### src/rtl/cirf_params.svh
`ifndef CIRF_PARAMS_SVH
`define CIRF_PARAMS_SVH

// Register word addresses on the plain register port
`define CIRF_ADDR_W 4
`define CIRF_ADDR_IEN 4'h2
`define CIRF_ADDR_IRQ 4'h4
`define CIRF_ADDR_CMD 4'h1
`define CIRF_ADDR_RXMODE 4'h3
`define CIRF_ADDR_CTRL 4'h8
`define CIRF_ADDR_EVT_STAT 4'h9
`define CIRF_ADDR_EVT_CLR 4'ha
`define CIRF_ADDR_EVT_EN 4'hb

// Reset values
`define CIRF_IEN_RESET 8'h80
`define CIRF_IRQ_RESET 7'h14
`define CIRF_RXMODE_RESET 8'h00

// Field positions in the request, interrupt enable and receive mode registers
`define CIRF_BIT_SETSEL 7
`define CIRF_BIT_TX 6
`define CIRF_BIT_RX 5
`define CIRF_BIT_IDLE 4
`define CIRF_BIT_HI 3
`define CIRF_BIT_LO 2
`define CIRF_BIT_ERR 1
`define CIRF_BIT_TIMER 0
`define CIRF_BIT_INVERT 7
`define CIRF_BIT_SUPPRESS 3

// Command codes
`define CIRF_CMD_IDLE 4'h0
`define CIRF_CMD_W 4

`endif

### src/rtl/cirf_pkg.sv
package cirf_pkg;
	typedef logic [7:0] cirf_byte_t;
	typedef logic [6:0] cirf_flags_t;
	typedef enum logic [1:0] {
		CIRF_OP_NONE,
		CIRF_OP_SET,
		CIRF_OP_CLEAR
	} cirf_op_t;
	typedef enum {
		CIRF_CMD_IDLE_ST,
		CIRF_CMD_RUN_ST
	} cirf_cmd_state_t;
endpackage

### src/rtl/cirf_top.sv
`timescale 1ns/1ps
`include "cirf_params.svh"
module cirf_top (
	input wire logic clock, // 20 MHz system clock
	input wire logic rst, // synchronous active-high reset
	input wire logic [3:0] reg_addr, // register word address
	input wire logic [7:0] reg_wdata, // write data
	input wire logic reg_wr, // write strobe
	input wire logic reg_rd, // read strobe
	output logic [7:0] reg_rdata, // read data, cycle after strobe
	input wire logic tx_last_bit_sent, // pulse: last transmit bit out
	input wire logic rx_frame_end, // pulse: valid stream end seen
	input wire logic fifo_has_data, // FIFO holds received bytes
	input wire logic fifo_high_level_status, // FIFO high level status
	input wire logic fifo_low_level_status, // FIFO low level status
	input wire logic [7:0] error_status_register, // error status bits
	input wire logic timer_event, // pulse: timer request
	input wire logic cmd_finish, // pulse: running command done
	input wire logic [15:0] known_commands, // recognised code mask
	output logic [3:0] command_code, // current command code
	output logic irq_pin, // interrupt pin level
	output logic evt_irq // block event interrupt, level
);
	cirf_pkg::cirf_flags_t flags_reg;
	cirf_pkg::cirf_flags_t flags_next;
	cirf_pkg::cirf_flags_t hw_set;
	cirf_pkg::cirf_byte_t interrupt_enable_mask;
	cirf_pkg::cirf_byte_t receive_mode_setting;
	cirf_pkg::cirf_op_t sw_op;
	logic [2:0] evt_stat_reg;
	logic [2:0] evt_en_reg;
	logic [2:0] evt_set;
	logic terminated;
	logic hi_rise;
	logic lo_rise;
	logic rx_ok;
	logic wr_irq;

	cirf_cmd_track u_cmd (
		.clock(clock),
		.rst(rst),
		.host_wr(reg_wr && reg_addr == `CIRF_ADDR_CMD),
		.host_code(reg_wdata[3:0]),
		.known_mask(known_commands),
		.cmd_finish(cmd_finish),
		.code_reg(command_code),
		.terminated(terminated)
	);

	cirf_rise_det u_hi (
		.clock(clock),
		.rst(rst),
		.level_in(fifo_high_level_status),
		.rise(hi_rise)
	);

	cirf_rise_det u_lo (
		.clock(clock),
		.rst(rst),
		.level_in(fifo_low_level_status),
		.rise(lo_rise)
	);

	// Empty frames are dropped only when suppression is on
	assign rx_ok = rx_frame_end &&
		(!receive_mode_setting[`CIRF_BIT_SUPPRESS] || fifo_has_data);

	always_comb begin
		hw_set = '0;
		hw_set[`CIRF_BIT_TX] = tx_last_bit_sent;
		hw_set[`CIRF_BIT_RX] = rx_ok;
		hw_set[`CIRF_BIT_IDLE] = terminated;
		hw_set[`CIRF_BIT_HI] = hi_rise;
		hw_set[`CIRF_BIT_LO] = lo_rise;
		hw_set[`CIRF_BIT_ERR] = |error_status_register;
		hw_set[`CIRF_BIT_TIMER] = timer_event;
	end

	assign wr_irq = reg_wr && reg_addr == `CIRF_ADDR_IRQ;

	always_comb begin
		if (!wr_irq) begin
			sw_op = cirf_pkg::CIRF_OP_NONE;
		end else if (reg_wdata[`CIRF_BIT_SETSEL]) begin
			sw_op = cirf_pkg::CIRF_OP_SET;
		end else begin
			sw_op = cirf_pkg::CIRF_OP_CLEAR;
		end
	end

	// Hardware set wins over a software clear in the same cycle
	always_comb begin
		flags_next = flags_reg;
		unique case (sw_op)
			cirf_pkg::CIRF_OP_NONE: flags_next = flags_reg;
			cirf_pkg::CIRF_OP_SET: flags_next = flags_reg | reg_wdata[6:0];
			cirf_pkg::CIRF_OP_CLEAR: flags_next = flags_reg & ~reg_wdata[6:0];
		endcase
		flags_next = flags_next | hw_set;
	end

	always_ff @(posedge clock) begin
		if (rst) begin
			flags_reg <= `CIRF_IRQ_RESET;
		end else begin
			flags_reg <= flags_next;
		end
	end

	always_ff @(posedge clock) begin
		if (rst) begin
			interrupt_enable_mask <= `CIRF_IEN_RESET;
			receive_mode_setting <= `CIRF_RXMODE_RESET;
			evt_en_reg <= '0;
		end else if (reg_wr) begin
			if (reg_addr == `CIRF_ADDR_IEN) begin
				interrupt_enable_mask <= reg_wdata;
			end
			if (reg_addr == `CIRF_ADDR_RXMODE) begin
				receive_mode_setting <= reg_wdata;
			end
			if (reg_addr == `CIRF_ADDR_EVT_EN) begin
				evt_en_reg <= reg_wdata[2:0];
			end
		end
	end

	// Block events: transmit done, receive done, command terminated
	assign evt_set = {tx_last_bit_sent, rx_ok, terminated};

	always_ff @(posedge clock) begin
		if (rst) begin
			evt_stat_reg <= '0;
		end else if (reg_wr && reg_addr == `CIRF_ADDR_EVT_CLR) begin
			evt_stat_reg <= (evt_stat_reg & ~reg_wdata[2:0]) | evt_set;
		end else begin
			evt_stat_reg <= evt_stat_reg | evt_set;
		end
	end

	// Pin follows registered flags, so it lags the flag by one cycle
	always_ff @(posedge clock) begin
		if (rst) begin
			irq_pin <= 1'(`CIRF_IEN_RESET >> `CIRF_BIT_INVERT);
			evt_irq <= 1'b0;
		end else begin
			irq_pin <= (|(flags_reg & interrupt_enable_mask[6:0])) ^
				interrupt_enable_mask[`CIRF_BIT_INVERT];
			evt_irq <= |(evt_stat_reg & evt_en_reg);
		end
	end

	always_ff @(posedge clock) begin
		if (rst) begin
			reg_rdata <= '0;
		end else if (reg_rd) begin
			unique case (reg_addr)
				`CIRF_ADDR_IRQ: reg_rdata <= {1'b0, flags_reg};
				`CIRF_ADDR_IEN: reg_rdata <= interrupt_enable_mask;
				`CIRF_ADDR_RXMODE: reg_rdata <= receive_mode_setting;
				`CIRF_ADDR_CMD: reg_rdata <= {4'h0, command_code};
				`CIRF_ADDR_EVT_STAT: reg_rdata <= {5'h00, evt_stat_reg};
				`CIRF_ADDR_EVT_EN: reg_rdata <= {5'h00, evt_en_reg};
				default: reg_rdata <= 8'h00;
			endcase
		end else begin
			reg_rdata <= 8'h00;
		end
	end
endmodule

### src/rtl/cirf_rise_det.sv
`timescale 1ns/1ps
// Rising-edge detector with a combinational output for a same-clock level
module cirf_rise_det (
	input wire logic clock, // system clock
	input wire logic rst, // synchronous reset
	input wire logic level_in, // level to watch
	output logic rise // one-cycle pulse on 0 to 1
);
	logic last_reg;

	always_ff @(posedge clock) begin
		if (rst) begin
			last_reg <= 1'b0;
		end else begin
			last_reg <= level_in;
		end
	end

	assign rise = level_in & ~last_reg;
endmodule

### src/rtl/cirf_cmd_track.sv
`timescale 1ns/1ps
`include "cirf_params.svh"
// Holds the command code; detects termination and unknown codes
module cirf_cmd_track (
	input wire logic clock, // system clock
	input wire logic rst, // synchronous reset
	input wire logic host_wr, // host writes the command code
	input wire logic [3:0] host_code, // code written by host
	input wire logic [15:0] known_mask, // one bit per recognised code
	input wire logic cmd_finish, // running command ends itself
	output logic [3:0] code_reg, // current command code
	output logic terminated // pulse: command ended itself or unknown code written, none on host abort
);
	cirf_pkg::cirf_cmd_state_t state_reg;

	always_ff @(posedge clock) begin
		if (rst) begin
			code_reg <= `CIRF_CMD_IDLE;
			state_reg <= cirf_pkg::CIRF_CMD_IDLE_ST;
			terminated <= 1'b0;
		end else begin
			terminated <= 1'b0;
			unique case (state_reg)
				cirf_pkg::CIRF_CMD_IDLE_ST: begin
					if (host_wr && host_code != `CIRF_CMD_IDLE) begin
						if (known_mask[host_code]) begin
							code_reg <= host_code;
							state_reg <= cirf_pkg::CIRF_CMD_RUN_ST;
						end else begin
							// Unknown code falls straight back to idle
							code_reg <= `CIRF_CMD_IDLE;
							terminated <= 1'b1;
						end
					end
					// Host writing idle while idle raises nothing
				end
				cirf_pkg::CIRF_CMD_RUN_ST: begin
					if (host_wr && host_code == `CIRF_CMD_IDLE) begin
						// Host abort: code returns to idle without a flag
						code_reg <= `CIRF_CMD_IDLE;
						state_reg <= cirf_pkg::CIRF_CMD_IDLE_ST;
					end else if (host_wr && !known_mask[host_code]) begin
						code_reg <= `CIRF_CMD_IDLE;
						state_reg <= cirf_pkg::CIRF_CMD_IDLE_ST;
						terminated <= 1'b1;
					end else if (host_wr) begin
						code_reg <= host_code;
					end else if (cmd_finish) begin
						code_reg <= `CIRF_CMD_IDLE;
						state_reg <= cirf_pkg::CIRF_CMD_IDLE_ST;
						terminated <= 1'b1;
					end
				end
			endcase
		end
	end
endmodule

### config.mk
export PLATFORM = sky130hd
export DESIGN_NAME = cirf_top
export DESIGN_NICKNAME = d
export VERILOG_FILES = /design/src/rtl/cirf_pkg.sv /design/src/rtl/cirf_top.sv /design/src/rtl/cirf_rise_det.sv /design/src/rtl/cirf_cmd_track.sv
export VERILOG_INCLUDE_DIRS = /design/src /design/src/rtl
export SDC_FILE = /design/constraint.sdc
export NUM_CORES = 1
export LEC_CHECK = 0
export BUFFER_PORTS_ARGS = -buffer_cell sky130_fd_sc_hd__clkbuf_2
export CAP_MARGIN = 20
export CORE_ASPECT_RATIO = 1.2
export CORE_UTILIZATION = 42
export CTS_CLUSTER_DIAMETER = 30
export DETAILED_ROUTE_END_ITERATION = 16
export GPL_TIMING_DRIVEN = 0
export PLACE_DENSITY_LB_ADDON = 0.08
export SYNTH_ARGS = -nofsm -noshare
export SYNTH_HDL_FRONTEND = slang
export SYNTH_SLANG_ARGS = --single-unit
### constraint.sdc
create_clock -name clock -period 2 [get_ports clock]
set_clock_uncertainty 0.15 [all_clocks]
set_input_delay 0.2 -clock clock [delete_from_list [all_inputs] [get_ports clock]]
set_output_delay 0.2 -clock clock [all_outputs]
set_load 0.1 [all_outputs]
Word-level counts from Yosys, hierarchy flattened
Index checks and enable logic that the tools add are counted.

word-level totals
  word-level logic and storage cells = 96
  output and inout port bits = 14
  bits in registers = 78

cells by class
  muxes and demuxes = 28
  reductions and logical operators = 23
  equality and inequality tests = 15
  bitwise logic cells = 16
  order comparisons = 1

operator list
  cell                                                    count
  2-to-1 mux 32 bit                                       6
  one-hot mux 32 bit (2 select lines)                     1
  one-hot mux 8 bit (6 select lines)                      1
  == test 32 x 1 -> 1 bit (second input constant)         1
  logical NOT 32 bit                                      1
  2-to-1 mux 4 bit                                        6
  one-hot mux 7 bit (3 select lines)                      1
  bitwise AND 7 bit                                       2
  OR 7 bit                                                2
  == test 4 bit (second input constant)                   3
  == test 4 x 2 -> 1 bit (second input constant)          2
  one-hot mux 4 bit (2 select lines)                      1
  AND reduction 2 bit                                     4
  OR reduction 8 bit                                      1
  logical AND 1 bit                                       7
  2-to-1 mux 1 bit                                        7
  NOT 7 bit                                               1
  OR reduction 7 bit                                      1
  bitwise AND 3 bit                                       2
  OR 3 bit                                                2
  < comparator 4 x 5 -> 1 bit (second input constant)     1
  inequality test 5 x 2 -> 1 bit (second input constant)  1
  binary-select mux 1 bit (select 4 bit)                  1
  == test 4 x 1 -> 1 bit (second input constant)          1
  other kinds (21)                                        27

Logic depth before layout (Yosys ltp)
  depth after elaboration = 7
  mapped depth = 6
  mapped depth without buffers = 5

Hierarchy
From an unflattened synthesis, not the netlist that was laid out.

second synthesis, totals
  cells, all modules = 254
  area total of the unflattened synthesis = 2356.0 µm²

by module, submodules not included
  module          seq. area each (µm²)  cells an instance  times used  area an instance (µm²)
  cirf_top        780.7                 195                1           1798.0
  cirf_cmd_track  120.1                 53                 1           462.9
  cirf_rise_det   20.0                  3                  2           47.5

Worst setup path before layout
Ideal clock, no wire load.

  path kind = reg2reg
  start point = register u_cmd.code_reg[1]
  end point = register reg_rdata[1]
  arrival time = 1.410 ns
  slack = 0.364 ns
  buffers on the path = 0
  cell stages (with the launch flop) = 4
  required time = 1.774 ns
  library setup time = 0.076 ns
  cell sequence = dfxtp_1 -> mux2_2 -> a22oi_1 -> a31oi_1

on the way
  word-level cells in the longest chain between the ends = 1

ends and longest elaborated chain
  item                                RTL line              source
  start: declaration                  cirf_cmd_track.sv:11  output logic [3:0] code_reg,
  start signal: assignment            cirf_cmd_track.sv:18  code_reg <= `CIRF_CMD_IDLE;
  start signal: assignment            cirf_cmd_track.sv:27  code_reg <= host_code;
  start signal: assignment            cirf_cmd_track.sv:31  code_reg <= `CIRF_CMD_IDLE;
  one-hot mux 8 bit (6 select lines)  cirf_top.sv:157       unique case (reg_addr)
  end signal: assignment              cirf_top.sv:158       `CIRF_ADDR_IRQ: reg_rdata <= {1'b0, flags_reg};
  end signal: assignment              cirf_top.sv:159       `CIRF_ADDR_IEN: reg_rdata <= interrupt_enable_mask;
  end signal: assignment              cirf_top.sv:160       `CIRF_ADDR_RXMODE: reg_rdata <= receive_mode_setting;
  end: declaration                    cirf_top.sv:10        output logic [7:0] reg_rdata,

No other way between the ends.
A chain may end at the register's enable or synchronous reset.

Final worst setup path
  start point = input reg_addr[0]
  end point = register flags_reg[6]

on the way
  word-level cells in the longest chain between the ends = 6
  elaborated cells between the ends (all ways) = 8
  classes of those cells = 3 x eq/ne; 2 x mux; 1 x bitwise; 2 x reduce/logical

ends and longest elaborated chain
  item                                   RTL line         source
  start: declaration                     cirf_top.sv:6    input wire logic [3:0] reg_addr,
  == test 4 x 3 -> 1 bit *               -
  logical AND 1 bit (no line) *          -
  2-to-1 mux 2 bit *                     cirf_top.sv:82   if (!wr_irq) begin
  == test 2 bit (tied with other cells)  cirf_top.sv:94   unique case (sw_op)
  one-hot mux 7 bit (3 select lines) *   cirf_top.sv:94
  OR 7 bit *                             cirf_top.sv:99   flags_next = flags_next | hw_set;
  end signal: assignment                 cirf_top.sv:104  flags_reg <= `CIRF_IRQ_RESET;
  end signal: assignment                 cirf_top.sv:106  flags_reg <= flags_next;
  end: declaration                       cirf_top.sv:24   cirf_pkg::cirf_flags_t flags_reg;

Every way passes the cells marked *; elsewhere a longest branch is shown, timed or not.

==> results by group <==
Status
  • Result of the run: finished with violations
  • Violated checks: hold timing

Routing
  • Overall routed net length: 6090 µm
  • Routed vias: 2192
  • Antenna-violating nets left: 0
  • TritonRoute pass-1 iters: 4
  • Via density per instance: 5.694
  • Routed WL per cell: 15.82 µm
  • # DRC: 0
  • Initial detailed-routing violation count: 181

Die
  • Y dimension of the die: 81.05 µm
  • Starting density of the core: 43.96%
  • Chip Width: 67.88 µm
  • I/O Pins: 61
  • Placeable core area: 0.004975 mm²
  • Number of core rows: 28
  • Area enclosed by the die boundary: 0.005501 mm²

Clocking
  • Clock transition at the register clock pins on the worst setup and hold paths after CTS: 0.09 ns
  • Post-CTS Setup Inserts: 0
  • Post-cts resize count: 0
  • Number of sinks driven by the clock tree: 47
  • H-tree depth reported by CTS: 2
  • TritonCTS clock tree: yes
  • Number of buffers added by the clock tree synthesis step: 5
  • Clock latency at the later pin of the worst-skew pair: 0.30 ns
  • Clock root buffer master: clkbuf_8
  • Maximum count of clock buffers along a single path: 2
  • Post-CTS Hold Buffers: 5

STA
  • Final Max Tran Viols: 0
  • Transition at the pin with the smallest max-transition slack: 0.5877 ns
  • Total setup violations reported at the end of the flow: 0
  • Crit share post-route: 82.76%
  • Final hold slack: -0.002666 ns
  • Setup repair after global routing missed its margin: false
  • Slew Limit Headroom: 60.40%
  • Total count of hold-check failures in the final report: 1
  • Maximum clock frequency: 0.6041 GHz
  • Final-layout setup total negative slack: 0 ns
  • Post-layout minimum cycle time: 1.655 ns

Synth
  • Yosys warning total: 0
  • Count of cell types in the netlist: 45
  • Syn avg cell area: 8.543 µm²
  • Number of synthesized register bits: 47
  • Syn Std Cell Area: 0.002187 mm²
  • Cells after Synth: 256
  • Number of synthesized flops with an enable pin: 0
  • Most used flip-flop cell after synthesis: dfxtp_1
  • Total nets after synthesis: 303
  • Async set or reset register ratio after synthesis: 0%
  • Post-synthesis sequential area ratio: 43.02%

Hold path
  • Hold Crit Endpoint: flags_reg[6]$_SDFF_PP0_
  • HP Start: tx_last_bit_sent
  • Hold Path Class: in2reg
  • Hold path cells: 3

Worst setup path
  • Crit-path cells: clkbuf_2 -> nor4b_4 -> and2_1 -> buf_4 -> a21boi_1 -> a311oi_1 -> nor2_1
  • Critical Path End Type: flop
  • Length in cells of the worst reg-to-reg path: 5
  • Register-to-register path setup slack: 0.65 ns
  • Endpoint of the worst-slack reg-to-reg timing path: reg_rdata[0]$_SDFF_PP0_
  • Endpoint arrival time on the critical path: 1.69 ns
  • Critical Path Source Type: input pin
  • Reg2reg start: interrupt_enable_mask[0]$_SDFFE_PP0P_
  • Crit-path slowest cell: nor4b_4
  • Startpoint-to-endpoint class of the critical path: in2reg
  • CP peak stage delay: 0.59 ns
  • Critical Path Fanout Max: 10
  • Crit path required time: 2.04 ns

Placement
  • HPWL after detailed placement: 4410 µm
  • RePlAce Congestion: 0.8019
  • Number of cells after detailed placement: 373
  • Port Buffer Count: 57

Layout
  • Diode insertion count for antenna repair: 0
  • Number of nets in the final layout: 372
  • Share of final-layout standard cells stronger than drive strength 1: 25.23%
  • Largest registers in the final layout: interrupt_enable_mask: 8 flops, receive_mode_setting: 8 flops, reg_rdata: 8 flops
  • Cell Count, Final, Fillers Out: 385
  • FILL cells: 501
  • Utilization after layout: 53.87%
  • Commonest non-fill, non-tap cell in the layout: clkbuf_2
  • Most frequent cells in the layout: 57 x clkbuf_2, 47 x dfxtp_1, 43 x nand2_1
  • Area growth from synthesis to layout: 22.54%

Global route
  • Wire length of the first global-routing pass: 9818 µm
  • Overflow left after global routing: 0
  • Antenna violations before repair: 0
  • Tot GR Track Use: 24.36%
  • Pin count of the biggest net entering global routing: 15
  • Number of global-route vias before repair: 1988

Pwr
  • VDD IR max: 0.0004201 V
  • Leakage: 1.091 nW
  • Power Dens Cells: 665.7 mW/mm²

Run
  • Max-capacitance violation count: 0
## worst max path at each step
stage,startpoint,to,slack (ns),cells after the start
2_1_floorplan,u_cmd.code_reg[1]$_SDFFE_PP0P_,reg_rdata[1]$_SDFF_PP0_,0.36,3
3_3_place_gp,reg_addr[0],flags_reg[6]$_SDFF_PP0_,0.02,7
3_5_place_dp,reg_addr[0],flags_reg[6]$_SDFF_PP0_,0.02,7
4_1_cts,reg_addr[0],flags_reg[6]$_SDFF_PP0_,0.36,7
5_1_grt,reg_addr[0],flags_reg[6]$_SDFF_PP0_,0.21,7
6_report,reg_addr[0],flags_reg[6]$_SDFF_PP0_,0.34,7
## cell type report
class | instances | area, µm² | area share (%)
inverter | 6 | 22.52 | 0.8403
tap | 60 | 75.07 | 2.801
clock buffer | 5 | 68.82 | 2.568
multi-input combinational | 186 | 1147 | 42.81
timing repair buffer | 62 | 335.3 | 12.51
buffer | 17 | 76.32 | 2.848
clock inverter | 2 | 13.76 | 0.5135
sequential | 47 | 940.9 | 35.11
## cell usage after synthesis, types with 2 or more instances
library cell	count	area share (%)
a21oi_1	27	6.2
a222oi_1	6	2.7
a22oi_1	7	2.4
a311oi_1	3	1.2
a31oi_1	3	0.86
a32o_1	3	1.4
and2_1	2	0.57
and3_1	2	0.57
buf_2	4	0.92
buf_4	2	0.69
clkbuf_1	11	1.9
dfxtp_1	47	43
inv_1	6	1.0
mux2_2	3	1.5
mux2i_1	7	3.2
mux4_2	2	2.1
nand2_1	43	7.4
nand2b_1	4	1.1
nand3_1	26	5.9
nor2_1	16	2.7
nor2b_1	4	1.1
nor3_1	2	0.46
nor4_1	2	0.57
o21ai_0	3	0.69
## critical path, delay by kind of cell
| kind | cells | cell delay [ns] |
|---|---|---|
| compound gates | 2 | 0.31 |
| buf+inv | 2 | 0.32 |
| simple gates | 3 | 0.85 |
## kinds of logic after synthesis
logic type / after synthesis / synth area share [%]
simple gates: 110 / 25.17
buf+inv: 23 / 4.519
compound gates: 63 / 20.08
flops: 47 / 43.02
xor+xnor: 1 / 0.4005
mux: 12 / 6.808
## routing by layer
layer | vias to the layer above | GRT usage (%) | wire [µm]
met5 | - | 0 | 0
met4 | 0 | 8.333 | 83
met3 | 9 | 4.494 | 496
met2 | 115 | 39.50 | 2848
met1 | 997 | 32.01 | 2660
li1 | 1071 | - | -
## stage by stage
stage | setup WS, ns | power (W) | cell area [µm²] | hold WS, ns
floorplan | 0.3639 | 0.001123 | 2187 | 0.1674
global placement | 0.02369 | 0.001222 | 2547 | 0.2749
detailed placement | 0.01883 | 0.001223 | 2547 | 0.2752
CTS | 0.3566 | 0.001782 | 2680 | 0.003092
global route | 0.2055 | 0.001850 | 2680 | 0.006230
finish | 0.3448 | 0.001784 | 2680 | -0.002666
## power by group
part / total (W) / switching, W / internal, W
registers: 0.000971 / 0.0000155 / 0.000956
clock network: 0.000575 / 0.000335 / 0.000240
logic: 0.000238 / 0.000144 / 0.0000944
Power figures use the tool's default switching activity.
